**config.mk**
```make
export PLATFORM = sky130hd
export DESIGN_NAME = acd_regs
export DESIGN_NICKNAME = d
export VERILOG_FILES = /design/src/rtl/acd_pkg.sv /design/src/rtl/acd_bus.sv /design/src/rtl/acd_regs.sv
export SDC_FILE = /design/constraint.sdc
export NUM_CORES = 1
export LEC_CHECK = 0
export ABC_CLOCK_PERIOD_IN_PS = 1400
export BUFFER_PORTS_ARGS = -buffer_cell sky130_fd_sc_hd__buf_2
export CORE_MARGIN = 5
export CORE_UTILIZATION = 47
export DETAILED_ROUTE_END_ITERATION = 16
export GPL_ROUTABILITY_DRIVEN = 0
export HOLD_SLACK_MARGIN = 0.02
export PLACE_DENSITY = 0.7
export SLEW_MARGIN = 25
export SYNTH_ARGS = -nofsm -noshare
export SYNTH_HDL_FRONTEND = slang
export SYNTH_SLANG_ARGS = --single-unit
export TNS_END_PERCENT = 30
```
**constraint.sdc**
```tcl
create_clock -name clock -period 1.4 [get_ports clock]
set_input_delay 0.28 -clock clock [delete_from_list [all_inputs] [get_ports clock]]
set_output_delay 0.28 -clock clock [all_outputs]
set_load 0.005 [all_outputs]
```
**src/rtl/acd_pkg.sv**
```systemverilog
package acd_pkg;

    // ------------------------------------------------------------------
    // Register map
    // ------------------------------------------------------------------
    // Base of the register block in processor space (arbitrary value)
    localparam logic [15:0] BLOCK_BASE   = 16'h0000;
    localparam logic [15:0] ADDR_STATUS  = BLOCK_BASE + 16'h0080;
    localparam logic [15:0] ADDR_CTRL    = BLOCK_BASE + 16'h0082;
    localparam logic [15:0] ADDR_DIN     = BLOCK_BASE + 16'h0084;
    localparam logic [15:0] ADDR_DOUT    = BLOCK_BASE + 16'h0086;

    localparam logic [1:0]  SEL_STATUS   = 2'h0;
    localparam logic [1:0]  SEL_CTRL     = 2'h1;
    localparam logic [1:0]  SEL_DIN      = 2'h2;
    localparam logic [1:0]  SEL_DOUT     = 2'h3;

    // ------------------------------------------------------------------
    // Field positions
    // ------------------------------------------------------------------
    localparam int CTRL_GATE   = 7;
    localparam int CTRL_INT_EN = 6;
    localparam int CTRL_START  = 5;
    localparam int CTRL_USER_H = 4;
    localparam int STAT_DONE   = 7;
    localparam int STAT_ERR    = 6;
    localparam int STAT_INTR   = 5;
    localparam int STAT_EMPTY  = 4;
    localparam int STAT_FULL   = 3;

    // ------------------------------------------------------------------
    // Reset values
    // ------------------------------------------------------------------
    localparam logic [7:0]  CTRL_RST     = 8'h00;
    localparam logic [7:0]  DIN_RST      = 8'h00;
    localparam logic [7:0]  DOUT_RST     = 8'h00;
    localparam logic [7:0]  BYTE_ZERO    = 8'h00;
    localparam logic [7:0]  PIN_IDLE     = 8'hFF;

    // ------------------------------------------------------------------
    // Bus cycle states
    // ------------------------------------------------------------------
    typedef enum logic [1:0] {
        BUS_IDLE,
        BUS_ADDR,
        BUS_DATA,
        BUS_END
    } acd_bus_state_t;

endpackage : acd_pkg

```
**src/rtl/acd_bus.sv**
```systemverilog
`timescale 1ns/1ns
module acd_bus (
    // Clock and reset
    input  wire logic        clock,
    input  wire logic        reset,
    // Processor pins
    input  wire logic        ale_n,
    input  wire logic        rd_n,
    input  wire logic        wr_n,
    input  wire logic [7:0]  addr_hi,
    input  wire logic [7:0]  port0_in,
    // Cycle outputs
    output logic [15:0]      bus_addr,
    output logic [7:0]       bus_wdata,
    output logic             bus_wr,
    output logic             bus_rd,
    output logic             bus_read_phase
);

    // ------------------------------------------------------------------
    // State
    // ------------------------------------------------------------------
    typedef struct packed {
        logic                    ale_m;
        logic                    ale_s;
        logic                    rd_m;
        logic                    rd_s;
        logic                    wr_m;
        logic                    wr_s;
        logic [7:0]              dat_m;
        logic [7:0]              dat_s;
        logic [7:0]              ahi_m;
        logic [7:0]              ahi_s;
        acd_pkg::acd_bus_state_t st;
        logic                    is_read;
        logic [15:0]             addr;
        logic [7:0]              wdata;
        logic                    wr_p;
        logic                    rd_p;
    } acd_bus_state_s_t;

    acd_bus_state_s_t st_r;
    acd_bus_state_s_t st_nxt;

    // ------------------------------------------------------------------
    // Next state
    // ------------------------------------------------------------------
    always_comb begin
        st_nxt       = st_r;
        st_nxt.ale_m = ale_n;
        st_nxt.ale_s = st_r.ale_m;
        st_nxt.rd_m  = rd_n;
        st_nxt.rd_s  = st_r.rd_m;
        st_nxt.wr_m  = wr_n;
        st_nxt.wr_s  = st_r.wr_m;
        st_nxt.dat_m = port0_in;
        st_nxt.dat_s = st_r.dat_m;
        st_nxt.ahi_m = addr_hi;
        st_nxt.ahi_s = st_r.ahi_m;
        st_nxt.wr_p  = 1'b0;
        st_nxt.rd_p  = 1'b0;
        case (st_r.st)
            acd_pkg::BUS_IDLE: begin
                if (!st_r.ale_s) begin
                    st_nxt.addr = {st_r.ahi_s, st_r.dat_s};
                    st_nxt.st   = acd_pkg::BUS_ADDR;
                end
            end
            acd_pkg::BUS_ADDR: begin
                if (!st_r.wr_s) begin
                    st_nxt.wdata   = st_r.dat_s;
                    st_nxt.wr_p    = 1'b1;
                    st_nxt.is_read = 1'b0;
                    st_nxt.st      = acd_pkg::BUS_DATA;
                end else if (!st_r.rd_s) begin
                    st_nxt.rd_p    = 1'b1;
                    st_nxt.is_read = 1'b1;
                    st_nxt.st      = acd_pkg::BUS_DATA;
                end else if (st_r.ale_s) begin
                    st_nxt.st      = acd_pkg::BUS_IDLE;
                end
            end
            acd_pkg::BUS_DATA: begin
                if (st_r.is_read ? st_r.rd_s : st_r.wr_s) begin
                    st_nxt.st = acd_pkg::BUS_END;
                end
            end
            acd_pkg::BUS_END: begin
                if (st_r.ale_s) begin
                    st_nxt.st = acd_pkg::BUS_IDLE;
                end
            end
            default: begin
                st_nxt.st = acd_pkg::BUS_IDLE;
            end
        endcase
    end

    // ------------------------------------------------------------------
    // Registers
    // ------------------------------------------------------------------
    always_ff @(posedge clock) begin
        if (reset) begin
            st_r         <= '0;
            st_r.ale_m   <= 1'b1;
            st_r.ale_s   <= 1'b1;
            st_r.rd_m    <= 1'b1;
            st_r.rd_s    <= 1'b1;
            st_r.wr_m    <= 1'b1;
            st_r.wr_s    <= 1'b1;
            st_r.st      <= acd_pkg::BUS_IDLE;
        end else begin
            st_r <= st_nxt;
        end
    end

    assign bus_addr       = st_r.addr;
    assign bus_wdata      = st_r.wdata;
    assign bus_wr         = st_r.wr_p;
    assign bus_rd         = st_r.rd_p;
    assign bus_read_phase = (st_r.st == acd_pkg::BUS_DATA) && st_r.is_read;

endmodule : acd_bus

```
**src/rtl/acd_regs.sv**
```systemverilog
//
// Overview of operation
// - Control register is eight bits, fully writable and read back.
// - Bit 7 gates interrupt enable, start and user bits.
// - Bit 7 low holds application in reset; high releases it.
// - Bit 6 high raises interrupt request while pending bit is set.
// - Clearing bit 6 masks only; pending cause and flag stay.
// - Start bit 0-to-1 write launches one operation; held 1 does not.
// - Bits 4..0 stored, read back and presented to application.
// - Input byte register written, read back, fed to application.
// - Output byte holds application result; processor writes ignored.
// - Input-empty flag set when no unconsumed byte; write clears it.
// - Output-full flag set on result load; processor read clears it.
//
`timescale 1ns/1ns
module acd_regs (
    // Clock and reset
    input  wire logic        clock,
    input  wire logic        reset,
    // Processor bus pins
    input  wire logic        ale_n,
    input  wire logic        rd_n,
    input  wire logic        wr_n,
    input  wire logic [7:0]  addr_hi,
    input  wire logic [7:0]  port0_in,
    output logic      [7:0]  port0_out,
    output logic             port0_oe,
    output logic             irq_n,
    // Application side
    output logic             app_reset,
    output logic             app_launch,
    output logic      [4:0]  app_user_bits,
    output logic      [7:0]  app_operand,
    input  wire logic [7:0]  app_result,
    input  wire logic        app_result_load,
    input  wire logic        app_done,
    input  wire logic        app_error,
    input  wire logic        app_intr
);

    // ------------------------------------------------------------------
    // Bus cycle front end
    // ------------------------------------------------------------------
    logic [15:0] bus_addr;
    logic [7:0]  bus_wdata;
    logic        bus_wr;
    logic        bus_rd;
    logic        bus_read_phase;

    acd_bus u_bus (
        .clock          (clock),
        .reset          (reset),
        .ale_n          (ale_n),
        .rd_n           (rd_n),
        .wr_n           (wr_n),
        .addr_hi        (addr_hi),
        .port0_in       (port0_in),
        .bus_addr       (bus_addr),
        .bus_wdata      (bus_wdata),
        .bus_wr         (bus_wr),
        .bus_rd         (bus_rd),
        .bus_read_phase (bus_read_phase)
    );

    // ------------------------------------------------------------------
    // Address decode
    // ------------------------------------------------------------------
    function automatic logic [2:0] reg_decode(input logic [15:0] a);
        case (a)
            acd_pkg::ADDR_STATUS: reg_decode = {1'b1, acd_pkg::SEL_STATUS};
            acd_pkg::ADDR_CTRL:   reg_decode = {1'b1, acd_pkg::SEL_CTRL};
            acd_pkg::ADDR_DIN:    reg_decode = {1'b1, acd_pkg::SEL_DIN};
            acd_pkg::ADDR_DOUT:   reg_decode = {1'b1, acd_pkg::SEL_DOUT};
            default:              reg_decode = 3'h0;
        endcase
    endfunction : reg_decode

    logic [2:0] dec;
    logic       wr_ctrl;
    logic       wr_din;
    logic       wr_stat;
    logic       rd_hit;
    logic       rd_dout;

    assign dec     = reg_decode(bus_addr);
    assign wr_ctrl = bus_wr && (dec == {1'b1, acd_pkg::SEL_CTRL});
    assign wr_din  = bus_wr && (dec == {1'b1, acd_pkg::SEL_DIN});
    assign wr_stat = bus_wr && (dec == {1'b1, acd_pkg::SEL_STATUS});
    assign rd_hit  = bus_rd && dec[2];
    assign rd_dout = bus_rd && (dec == {1'b1, acd_pkg::SEL_DOUT});

    // ------------------------------------------------------------------
    // State
    // ------------------------------------------------------------------
    typedef struct packed {
        logic [7:0] ctrl;
        logic [7:0] din;
        logic [7:0] dout;
        logic       empty;
        logic       full;
        logic       intr;
        logic       err;
        logic       launch;
        logic       irq_n;
        logic       drive;
        logic [7:0] rdata;
    } acd_regs_state_t;

    acd_regs_state_t st_r;
    acd_regs_state_t st_nxt;

    logic gate_nxt;
    logic load_ok;
    logic [7:0] status_byte;

    assign load_ok     = app_result_load && st_r.ctrl[acd_pkg::CTRL_GATE];
    assign status_byte = {app_done, st_r.err, st_r.intr, st_r.empty,
                          st_r.full, 3'h0};

    always_comb begin
        st_nxt        = st_r;
        st_nxt.launch = 1'b0;
        gate_nxt      = st_r.ctrl[acd_pkg::CTRL_GATE];
        if (wr_ctrl) begin
            st_nxt.ctrl = bus_wdata;
            gate_nxt    = bus_wdata[acd_pkg::CTRL_GATE];
            if (gate_nxt && bus_wdata[acd_pkg::CTRL_START] &&
                !st_r.ctrl[acd_pkg::CTRL_START]) begin
                st_nxt.launch = 1'b1;
                st_nxt.empty  = 1'b1;
            end
        end
        if (wr_din) begin
            st_nxt.din   = bus_wdata;
            st_nxt.empty = 1'b0;
        end
        // Software clears by writing 0; a same-cycle event wins
        if (wr_stat && !bus_wdata[acd_pkg::STAT_ERR]) begin
            st_nxt.err = 1'b0;
        end
        if (wr_stat && !bus_wdata[acd_pkg::STAT_INTR]) begin
            st_nxt.intr = 1'b0;
        end
        if (rd_dout) begin
            st_nxt.full = 1'b0;
        end
        if (st_r.ctrl[acd_pkg::CTRL_GATE]) begin
            if (app_error) begin
                st_nxt.err = 1'b1;
            end
            if (app_intr) begin
                st_nxt.intr = 1'b1;
            end
        end
        if (load_ok) begin
            st_nxt.dout = app_result;
            st_nxt.full = 1'b1;
        end
        // Masking leaves the pending flag untouched
        st_nxt.irq_n = !(gate_nxt && st_nxt.ctrl[acd_pkg::CTRL_INT_EN] &&
                         st_nxt.intr);
        // Never carry a stale drive into the next read cycle
        if (!bus_read_phase) begin
            st_nxt.drive = 1'b0;
        end
        if (bus_rd) begin
            st_nxt.drive = dec[2];
            case (dec[1:0])
                acd_pkg::SEL_STATUS: st_nxt.rdata = status_byte;
                acd_pkg::SEL_CTRL:   st_nxt.rdata = st_r.ctrl;
                acd_pkg::SEL_DIN:    st_nxt.rdata = st_r.din;
                acd_pkg::SEL_DOUT:   st_nxt.rdata = st_r.dout;
                default:             st_nxt.rdata = acd_pkg::BYTE_ZERO;
            endcase
        end
    end

    always_ff @(posedge clock) begin
        if (reset) begin
            st_r       <= '0;
            st_r.ctrl  <= acd_pkg::CTRL_RST;
            st_r.din   <= acd_pkg::DIN_RST;
            st_r.dout  <= acd_pkg::DOUT_RST;
            st_r.empty <= 1'b1;
            st_r.irq_n <= 1'b1;
            st_r.rdata <= acd_pkg::PIN_IDLE;
        end else begin
            st_r <= st_nxt;
        end
    end

    // ------------------------------------------------------------------
    // Outputs
    // ------------------------------------------------------------------
    assign port0_out     = st_r.rdata;
    assign port0_oe      = bus_read_phase && st_r.drive;
    assign irq_n         = st_r.irq_n;
    assign app_reset     = !st_r.ctrl[acd_pkg::CTRL_GATE];
    assign app_launch    = st_r.launch;
    assign app_user_bits = st_r.ctrl[acd_pkg::CTRL_GATE] ?
                           st_r.ctrl[acd_pkg::CTRL_USER_H:0] :
                           5'h00;
    assign app_operand   = st_r.din;
endmodule : acd_regs

```
### After elaboration in Yosys (flattened, before gate mapping)

Cells that the tools add are included.

| operators by class | value |
|---|---|
| add/subtract/negate cells | 0 |
| multipliers | 0 |
| divide/modulo/power cells | 0 |
| magnitude comparators | 0 |
| equality and inequality tests | 18 |
| shifts and indexed selects | 0 |
| muxes and demuxes | 28 |
| bitwise operators | 4 |
| reductions and logical operators | 31 |

Operators by type and width:

| kind | number |
|---|---|
| 16-bit by 8-bit equality test with 1-bit output, second input constant | 4 |
| 8-bit case mux with 4 select lines | 1 |
| 1-bit 2-to-1 mux | 16 |
| 1-bit logical AND | 13 |
| 3-bit equality test, second input constant | 4 |
| 3-bit case mux with 4 select lines | 1 |
| 2-bit 2-to-1 mux | 5 |
| 2-bit AND reduction | 5 |
| 9-bit 2-to-1 mux | 1 |
| 2-bit equality test, second input constant | 4 |
| 2-bit case mux with 4 select lines | 1 |
| 7-bit 2-to-1 mux | 1 |
| 2-bit nonzero test | 3 |
| 1-bit zero test | 5 |
| 5-bit 2-to-1 mux | 1 |
| 2-bit by 1-bit equality test with 1-bit output, second input constant | 2 |
| 2-bit zero test | 2 |
| 2-bit by 1-bit != test with 1-bit output, second input constant | 2 |
| 2-bit != test, second input constant | 2 |
| 1-bit inverter | 4 |
| 2-bit OR reduction | 2 |
| 3-bit 2-to-1 mux | 1 |
| 3-bit OR reduction | 1 |

| storage, ports and cells | value |
|---|---|
| register bits after elaboration | 106 |
| latch bits | 0 |
| memory bits (writable) | 0 |
| memory bits (read-only) | 0 |
| bits of input ports | 33 |
| output and inout port bits | 25 |
| logic and storage cells | 109 |
| memories | 0 |

### Longest topological paths before layout

Gate-level depths: netlist of the first run.

| depth | value |
|---|---|
| depth in word-level cells | 10 |
| depth in mapped cells | 6 |
| gate-level depth less buffers | 4 |

### Cells and area by module

A second synthesis of the first run with hierarchy kept.

| unflattened totals | value |
|---|---|
| cells, all modules | 460 |
| area total of the unflattened synthesis | 4,367.9 um^2 |

Modules (own cells, without submodules):

| module | instances | cells an instance | area an instance (um^2) | sequential area each (um^2) |
|---|---|---|---|---|
| acd_bus | 1 | 223 | 2,344.7 | 1,341.3 |
| acd_regs | 1 | 237 | 2,023.2 | 780.7 |

### Least setup slack after synthesis of the first run

Ideal clock, no wire load.

| timing path | value |
|---|---|
| kind | flip-flop to flip-flop |
| start | reg u_bus.st_r (netlist bit u_bus.bus_addr[8]) |
| end | reg st_r (netlist bit port0_out[7]) |
| library setup time | 129 ps |
| arrival | 1,377 ps |
| data required time | 1,271 ps |
| slack | -106 ps |
| stages on the path, launching flop included | 6 |
| path buffers | 1 |
| period minus slack after synthesis | 1,506 ps |
| path through | dfxtp_1 > nor4_4 > and4_1 > buf_6 > and4_4 > a221oi_2 |

| between the ends | value |
|---|---|
| cells in the longest elaborated chain, start to end | 4 |
| elaborated cells between the ends (all ways) | 10 |
| those cells by class | 7 x eq/ne; 2 x mux; 1 x reduce/logical |

RTL lines:

| item | line | source |
|---|---|---|
| from (decl) | acd_bus.sv:42 | `acd_bus_state_s_t st_r;` |
| from (signal assigned) | acd_bus.sv:113 | `st_r <= st_nxt;` |
| 16-bit by 8-bit equality test with 1-bit output | acd_regs.sv:69 | `case (a)` |
| 3-bit case mux with 4 select lines (*) | acd_regs.sv:69 |  |
| 2-bit equality test (tied with other cells) | acd_regs.sv:168 | `case (dec[1:0])` |
| 8-bit case mux with 4 select lines (*) | acd_regs.sv:168 |  |
| to (signal assigned) | acd_regs.sv:188 | `st_r <= st_nxt;` |
| to (decl) | acd_regs.sv:109 | `acd_regs_state_t st_r;` |

Mark *: on every way between the ends. The rest lies on a longest branch, timed or not.
A chain may end at the register's enable or synchronous reset.

### Worst setup path in the final report of the first run

| timing path | value |
|---|---|
| start | reg u_bus.st_r (netlist bit u_bus.bus_addr[11]) |
| end | reg st_r (netlist bit port0_out[4]) |

The elaborated chain is that of the path after synthesis.

==> impl_metrics.ini, run 1 <==
[worst_setup_path]
reg2reg_to = port0_out[4]
rrSetupSlack_ps = -160
crit_fanout = 5
end_kind = register
crit_type = register to register
reg2reg_from = u_bus.bus_addr[11]
arrival_ps = 1850
worstPathRequired_ps = 1690
r2r_cells = 5
startpoint_type = register

[synth]
synth.largest_area_cell = dfxtp_1
synth_edf_count = 0
synth_area_per_cell_sq_um = 9.24
ys_async_sr_fraction_pct = 0
ys_top_cells_by_area = dfxtp_1 52%, a21oi_1 7.0%, nor2b_1 5.5%
ys_seq_area_share_pct = 51.8
synth.top_cell.area_share_pct = 51.8
synthFlopType = dfxtp_1
syn_area_sq_um = 4100
ys_types = 41
ys_seq_elements = 106
syn_inst = 443
syn_nets = 476
yosys_warnings = 0

[grt]
antenna_found_initial = 0
grt_pass1_wl_microns = 14300
grt_pass1_vias = 2976
overflow = 0
grt_max_degree = 46
grt_use_total_pct = 17.1

[floorplan]
die-area_sq_um = 10700
core-area_sq_um = 8590
die_x_microns = 103
ios = 58
rows = 34
initial_core_util_pct = 47.7
die_h_microns = 103

[power_and_ir_drop]
powerDensity_nw_per_um2 = 1090
p_total_mw = 5.35
max-vdd-ir-drop_v = 0.000784
p_leak_nw = 1.86

[run_status]
violations = negative setup slack
status = complete, but fails checks

[layout]
diodes = 0
area_growth_pct = 19.9
final_area_sq_um = 4910
drive_above_1_share_pct = 32.7
fillers = 786
nNetsFinal = 529
layout_common_cells = 100 x dfxtp_1, 58 x nand2_1, 54 x buf_2
fin_util_pct = 57.1
layout_commonest_cell = dfxtp_1

[timing]
worstMarginPinSlew_ps = 515
setup_viol = 30
post-route-period-util_pct = 111
layout_min_cycle_time_ps = 1560
fin_skew_ps = 10.0
fin_ws_ps = -157
fmax_mhz = 642
slew_viol_final = 0
slew_headroom_pct = 65.6
hold_ws_ps = 77.3
rsz0062_at_grt = yes
hold_viol = 0

[clock_network]
cts_htree_levels = 3
cts_sinks = 106
cts_inserted_buffers = 9
clkLatencyLatePin_ps = 370
cts-root-buf = clkbuf_8
postCtsHoldBufs = 0
clockBufferDepth = 2
clk_pin_slew_worst_paths_ps = 110
cts_tree = done

[route]
drt_iter0_drc = 104
vias = 3213
wl_per_cell_microns = 14.3
route.detailed.drc = 0
wl_microns = 8740
ant_nets = 0
first_pass_iters = 4
viasPerCell = 5.28

[worst_hold_path]
hold_depth = 2
hold_start = rd_n
hp-class = input port to register
hold_end = u_bus.st_nxt[63]

[job]
drv_cap = 0

[place]
placed_area_sq_um = 4500
io_buffers = 57
dp_hpwl_microns = 6030
-- Yosys cell counts (2+ instances only) --
master / n
nand3_1: 17
nor3_1: 14
nand2b_1: 2
o21ai_1: 2
nor4_4: 3
and2_1: 5
a21oi_1: 57
o31ai_1: 4
buf_1: 3
inv_1: 4
dfxtp_1: 106
buf_2: 3
nor2b_1: 36
nand4_1: 8
mux2_2: 8
or2_2: 8
clkbuf_1: 23
o21ai_0: 24
nand2_1: 58
buf_4: 16
mux2i_1: 6
a31oi_1: 2
a221oi_2: 5
buf_6: 2
a22oi_1: 4
nor2_1: 8
-- cells by family after synthesis --
kind of cell           synth area share (%)
flip-flops                             51.8
multiplexers                           3.67
AO/OA/AOI/OAI                          14.6
AND/OR/NAND/NOR                        23.0
buffers and inverters                  6.97
-- what timing repair did --
item,CTS,global route
endpoints found under the setup margin,37,37
pin swaps,12,7
gates cloned,1,0
gates resized for setup,29,25
buffers inserted,3,0
endpoints found under the hold margin,0,0
-- area by class of cell --
cell class                      count  area (sq um)  area share [%]
Sequential cell                   106          2130            43.4
Multi-Input combinational cell    286          1810            36.9
Timing Repair Buffer               89           593            12.1
Tap cell                          108           135            2.75
Clock buffer                        9           124            2.52
Clock inverter                      7           103            2.09
Inverter                            4          15.0           0.306
-- sequential cells by signal (all words and copies together) (netlist names) --
name             cells
app_launch           1
u_bus.bus_wdata      8
irq_n                1
st_r                21
u_bus.st_nxt        19
u_bus.bus_wr         1
port0_out            8
u_bus.bus_rd         1
u_bus.bus_addr      16
app_operand          8
u_bus.st_r          22
-- stage by stage --
step	setup WS [ps]	TNS, ps	cells
6_report	-157	-2450	609
5_1_grt	-256	-5400	609
4_1_cts	-152	-2280	609
3_5_place_dp	-236	-5140	589
3_3_place_gp	-171	-3150	589
2_1_floorplan	-103	-1010	443
-- power by group --
group          leakage (nW)  switching, mW  internal [mW]
clock                 0.113           1.13          0.890
sequential            0.866         0.0216           3.07
combinational         0.878          0.127          0.111
-- worst max-delay path: stages (launching register included) --
cell      delay (ps)
dfxtp_2          350
nor4_4           320
buf_4            200
nand4_4          180
mux2i_1          180
a221oi_2         240
-- metal layers --
layer	part of all wire [%]	routed length (microns)	GRT usage (%)	up-vias
li1	-	-	-	1615
met1	43	3780	22.1	1467
met2	47	4070	27.2	120
met3	8.9	780	5.10	11
met4	1.2	109	6.18	0
met5	0	0	0	-
-- worst max path at each step --
stage | cells past startpoint | end | startpoint
floorplan | 5 | port0_out[6] | u_bus.bus_addr[11]
global placement | 5 | port0_out[7] | u_bus.bus_addr[0]
detailed placement | 5 | port0_out[3] | u_bus.bus_addr[0]
CTS | 5 | port0_out[3] | u_bus.bus_addr[5]
global route | 5 | port0_out[7] | u_bus.bus_addr[0]
finish | 5 | port0_out[4] | u_bus.bus_addr[11]
Note: power is estimated with default switching activity, not from simulation.
==> run 2: changes to the inputs <==
Settings changed: TNS_END_PERCENT 30 to 100.
==> run 2 against run 1 <==
Against the previous run:
- first-iteration DRC count up 7.7%
- die area did not move
- non-clock buffer count grew 11
- critical path depth increased by 2
- utilization rose by 2.3 points
- via count rose by 0.31%
- wire length up 3.7%
- sequential share of layout area decreased by 1.5 points
- the flow still finishes with violations (negative setup slack)
- critical path type unchanged
==> impl_metrics.ini, run 2 (same netlist as run 1, synthesis figures left out) <==
[run_status]
status = complete, but fails checks
violations = negative setup slack

[layout]
diodes = 0
largest_register_ffs = 22
nNetsFinal = 541
area_growth_pct = 24.7
fillers = 751
top_register = u_bus.st_r
layout_commonest_cell = dfxtp_1
layout_common_cells = 98 x dfxtp_1, 57 x nand2_1, 57 x buf_2
fin_cells = 621
drive_above_1_share_pct = 36.8

[floorplan]
initial_core_util_pct = 47.7
ios = 58
die-area_sq_um = 10700
rows = 34
core-area_sq_um = 8590
die_x_microns = 103
die_h_microns = 103

[timing]
post-route-period-util_pct = 112
rsz0062_at_grt = yes
fmax_mhz = 639
fin_ws_ps = -164
setup_tns_ps = -3250
fin_skew_ps = 9.90
layout_min_cycle_time_ps = 1560
hold_viol = 0
slew_headroom_pct = 66.5
worstMarginPinSlew_ps = 502
setup_viol = 31
slew_viol_final = 0

[worst_setup_path]
crit_type = register to register
critPathMaxStageDelay_ps = 350
cpMaxStageDelayCell = dfxtp_2
r2r_cells = 7
cp_cell_sequence = nor4_4 -> buf_4 -> buf_6 -> nand4_4 -> buf_4 -> o21ai_2 -> a21oi_2
startpoint_type = register
worstPathRequired_ps = 1660
rrSetupSlack_ps = -160
reg2reg_to = st_r[32]
crit_fanout = 5
end_kind = register
reg2reg_from = u_bus.bus_addr[0]
arrival_ps = 1820
crit_top_cell = buf_4

[clock_network]
clkLatencyLatePin_ps = 380
clockBufferDepth = 2
cts-root-buf = clkbuf_8
cts_sinks = 106
cts_tree = done
cts_htree_levels = 3
clk_pin_slew_worst_paths_ps = 100
cts_inserted_buffers = 9

[grt]
grt_pass1_wl_microns = 14200
antenna_found_initial = 0
grt_max_degree = 68
overflow = 0
grt_pass1_vias = 2996
grt_use_total_pct = 16.9

[power_and_ir_drop]
p_leak_nw = 1.92
powerDensity_nw_per_um2 = 1020
max-vdd-ir-drop_v = 0.000838
p_total_mw = 5.22

[worst_hold_path]
hold_depth = 2
hold_start = ale_n
hp-class = input port to register
hold_end = u_bus.st_nxt[65]

[route]
vias = 3223
ant_nets = 0
wl_per_cell_microns = 14.6
route.detailed.drc = 0
wl_microns = 9060
drt_iter0_drc = 112
viasPerCell = 5.19
first_pass_iters = 4

[job]
drv_cap = 0

[place]
place_inst = 589
dp_hpwl_microns = 5930
pre_cts_ws_ps = -177
io_buffers = 57
[run 2: changes by cell type in the layout (fill, tap and decap cells not counted), moves of 3 or more]
| cell | previous run | this run |
|---|---|---|
| buf_4 | 26 | 33 |
| nand3_1 | 16 | 10 |
| buf_2 | 54 | 57 |
| nand3_2 | 1 | 7 |
[run 2: stage by stage]
stage / hold WS, ps / instance area [sq um] / util [%]
after floorplan: 384 / 4140 / -
after global placement: 392 / 4530 / 52.7
after detailed placement: 395 / 4530 / 52.7
after CTS: 65.9 / 4820 / 56.1
after global routing: 63.3 / 5110 / 59.4
final: 76.9 / 5110 / 59.4
[run 2: layout make-up]
class | instances | area [sq um] | share of cell area (%)
clock buffers | 10 | 138 | 2.69
clock inverters | 6 | 65.1 | 1.27
multi-input cells | 287 | 1930 | 37.7
well taps | 108 | 135 | 2.65
inverters | 4 | 15.0 | 0.294
repair buffers | 100 | 691 | 13.5
flip-flops and latches | 106 | 2140 | 41.8
[run 2: what timing repair did]
item	4_1_cts	5_1_grt
cloned	1	4
setup buffers	8	5
hold buffers	0	0
gates resized for setup	22	42
pin swaps	8	13
setup endpoints to repair	37	37
[run 2: worst max path at each step]
| stage | start | cells after the start | slack, ps | end |
|---|---|---|---|---|
| after floorplan | u_bus.bus_addr[11] | 5 | -100 | port0_out[6] |
| after global placement | u_bus.bus_addr[11] | 5 | -140 | port0_out[7] |
| after detailed placement | u_bus.bus_addr[15] | 5 | -180 | port0_out[6] |
| after CTS | u_bus.bus_addr[12] | 5 | -130 | port0_out[3] |
| after global routing | u_bus.bus_addr[0] | 7 | -270 | st_r[32] |
| final | u_bus.bus_addr[0] | 7 | -160 | st_r[32] |
[run 2: critical path: cells and delay by family (launching register included)]
| family | cells | cell delay [ps] |
|---|---|---|
| buffers and inverters | 3 | 480 |
| AND/OR/NAND/NOR | 2 | 420 |
| flip-flops | 1 | 350 |
| AO/OA/AOI/OAI | 2 | 200 |
[run 2: routing by layer]
metal  vias to the layer above  part of all wire (%)  global-route usage [%]
li1                       1642                     -                       -
met1                      1495                    43                    20.9
met2                        77                    50                    29.2
met3                         9                   6.4                    4.83
met4                         0                  0.88                    4.28
met5                         -                     0                       0
[run 2: power by group]
part           switching, mW  internal [mW]  leakage, nW
sequential            0.0223           3.07        0.868
combinational          0.136          0.122        0.947
clock                   1.11          0.755        0.104
total                   1.27           3.95         1.92
